--- src/pkg/tpc_pkg.sv ---
/*
 Package for the timer prescaler and capture block: register map,
 field layout, reset values, clock select codes and bus types.
 Assumes a 32-bit Avalon-MM slave with word addressing by byte offset.
*/
package tpc_pkg;
	localparam int ADDR_W = 8;
	localparam logic [7:0] OFS_RUN = 8'h00;
	localparam logic [7:0] OFS_CLKCFG = 8'h04;
	localparam logic [7:0] OFS_CAP_A = 8'h08;
	localparam logic [7:0] OFS_CAP_B = 8'h0C;
	localparam logic [7:0] OFS_PSC = 8'h10;
	localparam int RUN_BIT = 0;
	localparam int PRCK_LSB = 0;
	localparam int PRCK_W = 3;
	localparam int GEAR_LSB = 4;
	localparam int GEAR_W = 3;
	localparam int FPSEL_LSB = 8;
	localparam int FPSEL_W = 2;
	localparam int CLKSRC_BIT = 12;
	localparam int PSC_W = 4;
	localparam int GEAR_CNT_W = 4;
	localparam int PER_CNT_W = 5;
	localparam logic [31:0] CAP_RST = 32'h00000000;
	localparam logic [15:0] CNT_RST = 16'h0000;
	localparam logic [1:0] FPSEL_GEAR = 2'h0;
	localparam logic [2:0] PRCK_DIV1 = 3'h0;
	localparam logic [2:0] PRCK_DIV32 = 3'h5;
	localparam logic [2:0] GEAR_DIV1 = 3'h0;
	localparam logic [2:0] GEAR_DIV2 = 3'h4;
	localparam logic [2:0] GEAR_DIV4 = 3'h5;
	localparam logic [2:0] GEAR_DIV8 = 3'h6;
	localparam logic [2:0] GEAR_DIV16 = 3'h7;
	localparam int TICK2_BIT = 0;
	localparam int TICK8_BIT = 2;
	localparam int TICK32_BIT = 4;

	typedef struct packed {
		logic read;
		logic write;
		logic [ADDR_W-1:0] address;
		logic [31:0] writedata;
	} tpc_req_t;

	typedef struct packed {
		logic tick_div2;
		logic tick_div8;
		logic tick_div32;
	} tpc_tick_t;
endpackage

--- src/verilog/tpc_timer_prescaler_capture.sv ---
/*
 Prescaler and capture readout for one 16-bit timer channel.
 Assumes high_speed_clock and low_speed_clock arrive as single-cycle
 enables on clk, the counter runs outside, and capture strobes come
 from the capture trigger logic on clk.
*/
// The implementer's own choices: the address map and register access over Avalon-MM.
// Summary of operation
// Two read-only 16-bit captures, upper zero
// Four-bit prescaler clocks the up-counter
// Input is low-speed or peripheral divided 1..32
// Peripheral clock is geared or undivided high-speed
// Run 1 counts; 0 clears and stops
// Ticks at prescaler input over 2, 8, 32
// Gear codes divide high-speed by 1..16
// Every channel instance behaves identically
// Software keeps ticks slower than system clock
// Ticks are single-cycle enables on clk
`timescale 1ns/1ps
module tpc_timer_prescaler_capture #(
	parameter int CNT_W = 16
) (
	input wire logic clk,
	input wire logic sys_rst,
	input wire logic [tpc_pkg::ADDR_W-1:0] avs_address,
	input wire logic avs_read,
	input wire logic avs_write,
	input wire logic [31:0] avs_writedata,
	output logic [31:0] avs_readdata,
	output logic avs_waitrequest,
	input wire logic hs_clk_en,
	input wire logic ls_clk_en,
	input wire logic [CNT_W-1:0] up_counter,
	input wire logic capture_a_stb,
	input wire logic capture_b_stb,
	output tpc_pkg::tpc_tick_t ticks,
	output logic prescaler_run
);
	if (CNT_W != 16) begin
		$error("Capture registers hold exactly 16 bits");
	end

	tpc_pkg::tpc_req_t req;
	logic ack_r;
	logic [31:0] rdata_r;
	logic run_r;
	logic [2:0] prck_r;
	logic [2:0] gear_r;
	logic [1:0] fpsel_r;
	logic clksrc_r;
	logic [15:0] cap_a_r;
	logic [15:0] cap_b_r;
	logic [tpc_pkg::GEAR_CNT_W-1:0] gear_cnt_r;
	logic [tpc_pkg::PER_CNT_W-1:0] per_cnt_r;
	logic [tpc_pkg::PSC_W-1:0] psc_r;
	logic [tpc_pkg::PSC_W-1:0] psc_nxt;
	tpc_pkg::tpc_tick_t ticks_r;
	logic per_cnt_odd_r;
	logic hs_s1_r, hs_s2_r, ls_s1_r, ls_s2_r;

	assign req = '{read: avs_read, write: avs_write,
		address: avs_address, writedata: avs_writedata};

	// One wait cycle per access; the answer lands on the second edge
	wire bus_act = (req.read | req.write) & ~ack_r;
	wire wr_take = req.write & ack_r;
	wire rd_take = req.read & ~ack_r;
	wire sel_run = req.address == tpc_pkg::OFS_RUN;
	wire sel_cfg = req.address == tpc_pkg::OFS_CLKCFG;
	wire sel_cap_a = req.address == tpc_pkg::OFS_CAP_A;
	wire sel_cap_b = req.address == tpc_pkg::OFS_CAP_B;
	wire sel_psc = req.address == tpc_pkg::OFS_PSC;

	assign avs_waitrequest = (req.read | req.write) & ~ack_r;
	assign avs_readdata = rdata_r;

	wire [31:0] cfg_word = {19'h00000, clksrc_r, 2'h0, fpsel_r, 1'h0,
		gear_r, 1'h0, prck_r};
	wire [31:0] rd_mux = sel_run ? {31'h00000000, run_r} :
		sel_cfg ? cfg_word :
		sel_cap_a ? {16'h0000, cap_a_r} :
		sel_cap_b ? {16'h0000, cap_b_r} :
		sel_psc ? {28'h0000000, psc_r} :
		32'h00000000;

	always_ff @(posedge clk) begin
		if (sys_rst) begin
			ack_r <= 1'b0;
			rdata_r <= tpc_pkg::CAP_RST;
		end else begin
			ack_r <= bus_act;
			if (rd_take)
				rdata_r <= rd_mux;
		end
	end

	always_ff @(posedge clk) begin
		if (sys_rst) begin
			run_r <= 1'b0;
			prck_r <= tpc_pkg::PRCK_DIV1;
			gear_r <= tpc_pkg::GEAR_DIV1;
			fpsel_r <= tpc_pkg::FPSEL_GEAR;
			clksrc_r <= 1'b0;
		end else if (wr_take) begin
			if (sel_run)
				run_r <= req.writedata[tpc_pkg::RUN_BIT];
			if (sel_cfg) begin
				prck_r <= req.writedata[tpc_pkg::PRCK_LSB +: 3];
				gear_r <= req.writedata[tpc_pkg::GEAR_LSB +: 3];
				fpsel_r <= req.writedata[tpc_pkg::FPSEL_LSB +: 2];
				clksrc_r <= req.writedata[tpc_pkg::CLKSRC_BIT];
			end
		end
	end

	// Snapshots of the external up-counter; reads have no side effect
	always_ff @(posedge clk) begin
		if (sys_rst) begin
			cap_a_r <= tpc_pkg::CNT_RST;
			cap_b_r <= tpc_pkg::CNT_RST;
		end else begin
			if (capture_a_stb)
				cap_a_r <= up_counter;
			if (capture_b_stb)
				cap_b_r <= up_counter;
		end
	end

	// Source enables come from another domain
	always_ff @(posedge clk) begin
		if (sys_rst) begin
			hs_s1_r <= 1'b0;
			hs_s2_r <= 1'b0;
			ls_s1_r <= 1'b0;
			ls_s2_r <= 1'b0;
		end else begin
			hs_s1_r <= hs_clk_en;
			hs_s2_r <= hs_s1_r;
			ls_s1_r <= ls_clk_en;
			ls_s2_r <= ls_s1_r;
		end
	end

	// Gear divider on the high-speed enable
	wire [tpc_pkg::GEAR_CNT_W-1:0] gear_mask =
		gear_r == tpc_pkg::GEAR_DIV2 ? 4'h1 :
		gear_r == tpc_pkg::GEAR_DIV4 ? 4'h3 :
		gear_r == tpc_pkg::GEAR_DIV8 ? 4'h7 :
		gear_r == tpc_pkg::GEAR_DIV16 ? 4'hF : 4'h0;
	wire gear_en = hs_s2_r & ((gear_cnt_r & gear_mask) == gear_mask);
	wire periph_en = (fpsel_r == tpc_pkg::FPSEL_GEAR) ? gear_en :
		hs_s2_r;

	// Peripheral divider 1..32; codes above 101 fall back to divide 32
	wire [2:0] prck_eff = (prck_r > tpc_pkg::PRCK_DIV32) ?
		tpc_pkg::PRCK_DIV32 : prck_r;
	wire [tpc_pkg::PER_CNT_W-1:0] per_mask =
		(5'h01 << prck_eff) - 5'h01;
	wire per_en = periph_en & ((per_cnt_r & per_mask) == per_mask);
	wire psc_in = clksrc_r ? ls_s2_r : per_en;

	always_ff @(posedge clk) begin
		if (sys_rst) begin
			gear_cnt_r <= 4'h0;
			per_cnt_r <= 5'h00;
		end else begin
			if (hs_s2_r)
				gear_cnt_r <= gear_cnt_r + 4'h1;
			if (periph_en)
				per_cnt_r <= per_cnt_r + 5'h01;
		end
	end

	// Stopped prescaler is held at zero
	assign psc_nxt = !run_r ? 4'h0 : psc_in ? psc_r + 4'h1 : psc_r;

	// Tick fires when all lower bits are ones on a counted input edge
	always_ff @(posedge clk) begin
		if (sys_rst) begin
			psc_r <= 4'h0;
			ticks_r <= '0;
		end else begin
			psc_r <= psc_nxt;
			ticks_r.tick_div2 <= run_r & psc_in &
				(psc_r[tpc_pkg::TICK2_BIT:0] == 1'h1);
			ticks_r.tick_div8 <= run_r & psc_in &
				(psc_r[tpc_pkg::TICK8_BIT:0] == 3'h7);
			ticks_r.tick_div32 <= run_r & psc_in &
				(psc_r == 4'hF) & per_cnt_odd_r;
		end
	end

	// Fifth stage extends the four-bit prescaler for the divide-32 tick
	always_ff @(posedge clk) begin
		if (sys_rst)
			per_cnt_odd_r <= 1'b0;
		else if (!run_r)
			per_cnt_odd_r <= 1'b0;
		else if (psc_in && psc_r == 4'hF)
			per_cnt_odd_r <= ~per_cnt_odd_r;
	end

	assign ticks = ticks_r;
	assign prescaler_run = run_r;

	property p_tick_pulse;
		@(posedge clk) disable iff (sys_rst)
		ticks_r.tick_div2 |=> !ticks_r.tick_div2;
	endproperty
	a_tick_pulse: assert property (p_tick_pulse)
		else $error("div2 tick longer than one cycle");

	property p_stop_clears;
		@(posedge clk) disable iff (sys_rst)
		!run_r |=> psc_r == 4'h0;
	endproperty
	a_stop_clears: assert property (p_stop_clears)
		else $error("prescaler not cleared when stopped");

	property p_no_tick_stopped;
		@(posedge clk) disable iff (sys_rst)
		!run_r |=> !ticks_r.tick_div2 && !ticks_r.tick_div8 &&
			!ticks_r.tick_div32;
	endproperty
	a_no_tick_stopped: assert property (p_no_tick_stopped)
		else $error("tick while stopped");

	property p_div8_implies_div2;
		@(posedge clk) disable iff (sys_rst)
		ticks_r.tick_div8 |-> ticks_r.tick_div2;
	endproperty
	a_div8_implies_div2: assert property (p_div8_implies_div2)
		else $error("div8 tick not aligned with div2");

	property p_div32_implies_div8;
		@(posedge clk) disable iff (sys_rst)
		ticks_r.tick_div32 |-> ticks_r.tick_div8;
	endproperty
	a_div32_implies_div8: assert property (p_div32_implies_div8)
		else $error("div32 tick not aligned with div8");

	property p_cap_upper_zero;
		@(posedge clk) disable iff (sys_rst)
		rd_take && (sel_cap_a || sel_cap_b) |=> rdata_r[31:16] == 16'h0;
	endproperty
	a_cap_upper_zero: assert property (p_cap_upper_zero)
		else $error("capture upper bits not zero");

	property p_cap_value;
		@(posedge clk) disable iff (sys_rst)
		rd_take && sel_cap_a |=> rdata_r[15:0] == $past(cap_a_r);
	endproperty
	a_cap_value: assert property (p_cap_value)
		else $error("capture A read wrong");

	property p_undiv_src;
		@(posedge clk) disable iff (sys_rst)
		fpsel_r != tpc_pkg::FPSEL_GEAR && prck_r == 3'h0 &&
			!clksrc_r |-> psc_in == hs_s2_r;
	endproperty
	a_undiv_src: assert property (p_undiv_src)
		else $error("undivided source not passed");

	property p_wait_one;
		@(posedge clk) disable iff (sys_rst)
		$rose(avs_read) |-> avs_waitrequest ##1 !avs_waitrequest;
	endproperty
	a_wait_one: assert property (p_wait_one)
		else $error("read answer not after one wait");

	property p_tick_on_edge;
		@(posedge clk) disable iff (sys_rst)
		ticks_r.tick_div2 |-> $past(psc_in) && $past(run_r);
	endproperty
	a_tick_on_edge: assert property (p_tick_on_edge)
		else $error("tick high without input edge");

	property p_cap_b_value;
		@(posedge clk) disable iff (sys_rst)
		rd_take && sel_cap_b |=> rdata_r[15:0] == $past(cap_b_r);
	endproperty
	a_cap_b_value: assert property (p_cap_b_value)
		else $error("capture B read wrong");

	property p_psc_step;
		@(posedge clk) disable iff (sys_rst)
		run_r && psc_in |=> psc_r == $past(psc_r) + 4'h1;
	endproperty
	a_psc_step: assert property (p_psc_step)
		else $error("prescaler missed a counted edge");

	property p_psc_hold;
		@(posedge clk) disable iff (sys_rst)
		run_r && !psc_in |=> psc_r == $past(psc_r);
	endproperty
	a_psc_hold: assert property (p_psc_hold)
		else $error("prescaler moved without an edge");

	property p_gear_pass;
		@(posedge clk) disable iff (sys_rst)
		gear_r == tpc_pkg::GEAR_DIV1 |-> gear_en == hs_s2_r;
	endproperty
	a_gear_pass: assert property (p_gear_pass)
		else $error("undivided gear dropped an enable");

	property p_ls_src;
		@(posedge clk) disable iff (sys_rst)
		clksrc_r |-> psc_in == ls_s2_r;
	endproperty
	a_ls_src: assert property (p_ls_src)
		else $error("low-speed source not passed");
endmodule

--- config.mk ---
export PLATFORM = sky130hd
export DESIGN_NAME = tpc_timer_prescaler_capture
export DESIGN_NICKNAME = d
export VERILOG_FILES = /design/src/pkg/tpc_pkg.sv /design/src/verilog/tpc_timer_prescaler_capture.sv
export SDC_FILE = /design/constraint.sdc
export NUM_CORES = 1
export LEC_CHECK = 0
export ABC_AREA = 1
export BUFFER_PORTS_ARGS = -buffer_cell sky130_fd_sc_hd__clkbuf_2
export CORE_ASPECT_RATIO = 1.4
export CORE_MARGIN = 5
export CORE_UTILIZATION = 52
export CTS_CLUSTER_SIZE = 8
export DETAILED_ROUTE_END_ITERATION = 10
export PLACE_DENSITY = 0.76
export SYNTH_ARGS = -nofsm -noshare
export SYNTH_HDL_FRONTEND = slang
export SYNTH_SLANG_ARGS = --single-unit
--- constraint.sdc ---
create_clock -name clk -period 1.83 [get_ports clk]
set_input_delay 0.0915 -clock clk [delete_from_list [all_inputs] [get_ports clk]]
set_output_delay 0.0915 -clock clk [all_outputs]
set_load 0.1 [all_outputs]
==> reports/metrics.cfg <==
[sta]
maxSlewHeadroom_pct = 53.6
worst_slew_pin_slew_ns = 0.695
period_share_pct = 98.9
setup_ws_ns = 0.0210
finClkSkew_ns = 0.00414
rsz0062_at_grt = true
fmax_mhz = 553
fin_crit_ns = 1.81
drv_slew = 0
setup_viol = 0
hold_viol = 0

[grt]
grt_first_pass_wirelength_um = 13900
antenna_found_initial = 0
first_global_vias = 3115
grtUsageTotal_pct = 20.3
overflow = 0
grt_max_degree = 33

[setup_path]
cpPeakStageDelay_ns = 0.37
critPathKind = reg -> reg
path_buf_inv = 1
crit_family = simple AND/OR/NAND/NOR gates
crit_path_start_kind = flip-flop
arrival_ns = 2.05
worstPathCellList = inv_4 -> nand3_1 -> ha_1 -> nor2_1 -> nor2_1 -> nand3_1 -> nor2_2 -> nand3_4 -> nand2_8 -> nand3_2 -> nand2_1 -> nor2_1
worstSetupEndpointType = flip-flop
slowest_stage = dfxtp_4
critPathMaxFanout = 5
worst-endpoint-required_ns = 2.07
cp_common_cell = nor2_1

[yosys]
synth_cell_types = 34
yosys_warnings = 0
syn-instance-count = 478
synth_top_area_cell = dfxtp_1
ys_seq_area_share_pct = 45.1
synth_area_leaders = dfxtp_1 (45%), a21oi_1 (7.7%), nor2_1 (7.5%)
syn_area_um2 = 3550
netlist.area_leader.share_pct = 45.1
syn_avg_cell_area_um2 = 7.43
synth_seq_cells = 80

[place]
preCtsSetupSlack_ns = -0.0105
place_hpwl_um = 6240
io_buffer_count = 61
gp_congestion = 0.852

[die]
fp.dieH_um = 108
fp.dieW_um = 79.9
dieArea_um2 = 8610
core.rowCount = 35
core_area_um2 = 6610
initial_utilization_pct = 53.7
pin_count = 101

[final_layout]
diodes = 0
syn_to_final_growth_pct = 21.3
fillers = 593
multi_input_area_um2 = 1650
drive_gt1_share_pct = 20.7
layout_common_cells = dfxtp_1 (77), nor2_1 (68), nand2_1 (68), clkbuf_2 (61), a21oi_1 (55)
final_common_cell = dfxtp_1
seq_area_um2 = 1610
nets = 624

[clock_tree]
cts_root_buf = clkbuf_8
cts_buffers = 9
cts_tree = done
clk_path_buf_depth = 2
clock_latency_ns = 0.35
htreeDepth = 3
clock_sinks = 80
path_clk_slew_ns = 0.08

[drt]
ant_nets = 0
via_per_inst = 5.06
routed_wl_um = 8450
drc = 0
drtIter0Drc = 215
wire_per_inst_um = 13.0
vias = 3297
drt_pre_antenna_iters = 4

[pwr]
p_comb_share_pct = 12.1
powerDensity_nw_per_um2 = 873
internal_power_mw = 2.76
peakVddDrop_uv = 553
clock_power_share_pct = 39.3
switching_share_pct = 26.6
switching_power_mw = 1.00
total_power_mw = 3.76
power_leakage_nw = 1.89
sequentialPowerShare_pct = 48.6

[hold_path]
hold_class = in -> reg

[run]
cap_violations = 0

[run_status]
outcome = complete, no violations

power groups by stage:
stage | clock (mW) | sequential [mW] | combinational (mW)
floorplan | 0 | 1.87 | 0.344
global placement | 0 | 1.87 | 0.420
detailed placement | 0 | 1.87 | 0.427
CTS | 1.49 | 1.83 | 0.451
global route | 1.56 | 1.83 | 0.495
finish | 1.48 | 1.83 | 0.455
final timing paths:
| kind | start | to | slack (ns) | depth (start not counted) |
|---|---|---|---|---|
| worst max-delay path | prck_r[1] | per_cnt_odd_r | 0.02 | 12 |
| worst min-delay path | avs_writedata[1] | prck_r[1] | 0.01 | 3 |
| worst max register to register | prck_r[1] | per_cnt_odd_r | 0.02 | 12 |
| worst min register to register | ls_s1_r | ls_s2_r | 0.42 | 2 |
state kept, by name, indices dropped and copies added (netlist names), 3 cells and up:
signal,flops
prck_r,3
ticks,3
gear_r,3
per_cnt_r,5
gear_cnt_r,4
avs_readdata,16
cap_b_r,16
psc_r,4
cap_a_r,16
cells by family after synthesis:
kind of cell,count (synthesis),synth area share [%]
flip-flops,80,45.1
XOR/XNOR,3,0.740
other,1,0.106
AO/OA/AOI/OAI,119,17.5
AND/OR/NAND/NOR,184,23.7
buffers and inverters,86,11.1
adder cells (fa/ha/maj),5,1.76
Yosys cell counts:
library cell	count
xor2_1	1
o21bai_1	1
buf_6	1
nor2_4	2
nor3b_2	1
dfxtp_1	80
a21oi_2	1
a21oi_1	55
nand4_1	3
conb_1	1
xnor2_1	2
nand3_1	23
nand2_4	3
and3_1	1
o21ai_2	2
ha_1	5
nand3_4	2
o21ai_0	47
nor3_4	1
nor2_2	1
buf_4	17
nor2_1	71
o211ai_1	2
buf_1	2
o21ai_1	5
inv_2	3
nand2_2	3
nand3_2	2
buf_2	1
nor3_1	2
o22ai_1	6
clkbuf_1	12
nand2_1	69
inv_1	50
routing by layer:
layer / vias up / global-route usage, % / part of all wire (%)
li1: 1670 / - / -
met1: 1525 / 24.4 / 41
met2: 88 / 36.1 / 52
met3: 14 / 3.27 / 5.4
met4: 0 / 6.76 / 1.9
met5: - / 0 / 0
layout make-up:
class	count	area share, %
clock buffer	12	3.60
clock inverter	4	1.77
inverter	53	4.73
multi-input combinational	328	38.2
sequential	80	37.3
tap	92	2.67
timing repair buffer	83	11.7
metrics by stage:
stage / instance area (um2) / TNS [ns] / hold WS (ns) / std cells / utilization [%]
2_1_floorplan: 3610 / 0 / 0.198 / 493 / -
3_3_place_gp: 3880 / 0 / 0.293 / 620 / 58.8
3_5_place_dp: 3880 / -0.0218 / 0.299 / 620 / 58.8
4_1_cts: 4250 / 0 / 0.00598 / 649 / 64.3
5_1_grt: 4310 / -0.375 / 0.0389 / 652 / 65.1
6_report: 4310 / 0 / 0.0141 / 652 / 65.1
tightest hold or removal path: stages:
cell,delay (ns)
clkbuf_2,0.09
o21ai_2,0.06
a21oi_2,0.09
timing repair:
item                                    CTS  global route
pin swaps                                 0             4
endpoints found under the setup margin    4             8
resized for setup                         1            13
setup buffers                             0             2
hold buffers                             13             0
cloned                                    0             1
endpoints found under the hold margin    18             0
Power figures use the tool's default switching activity.
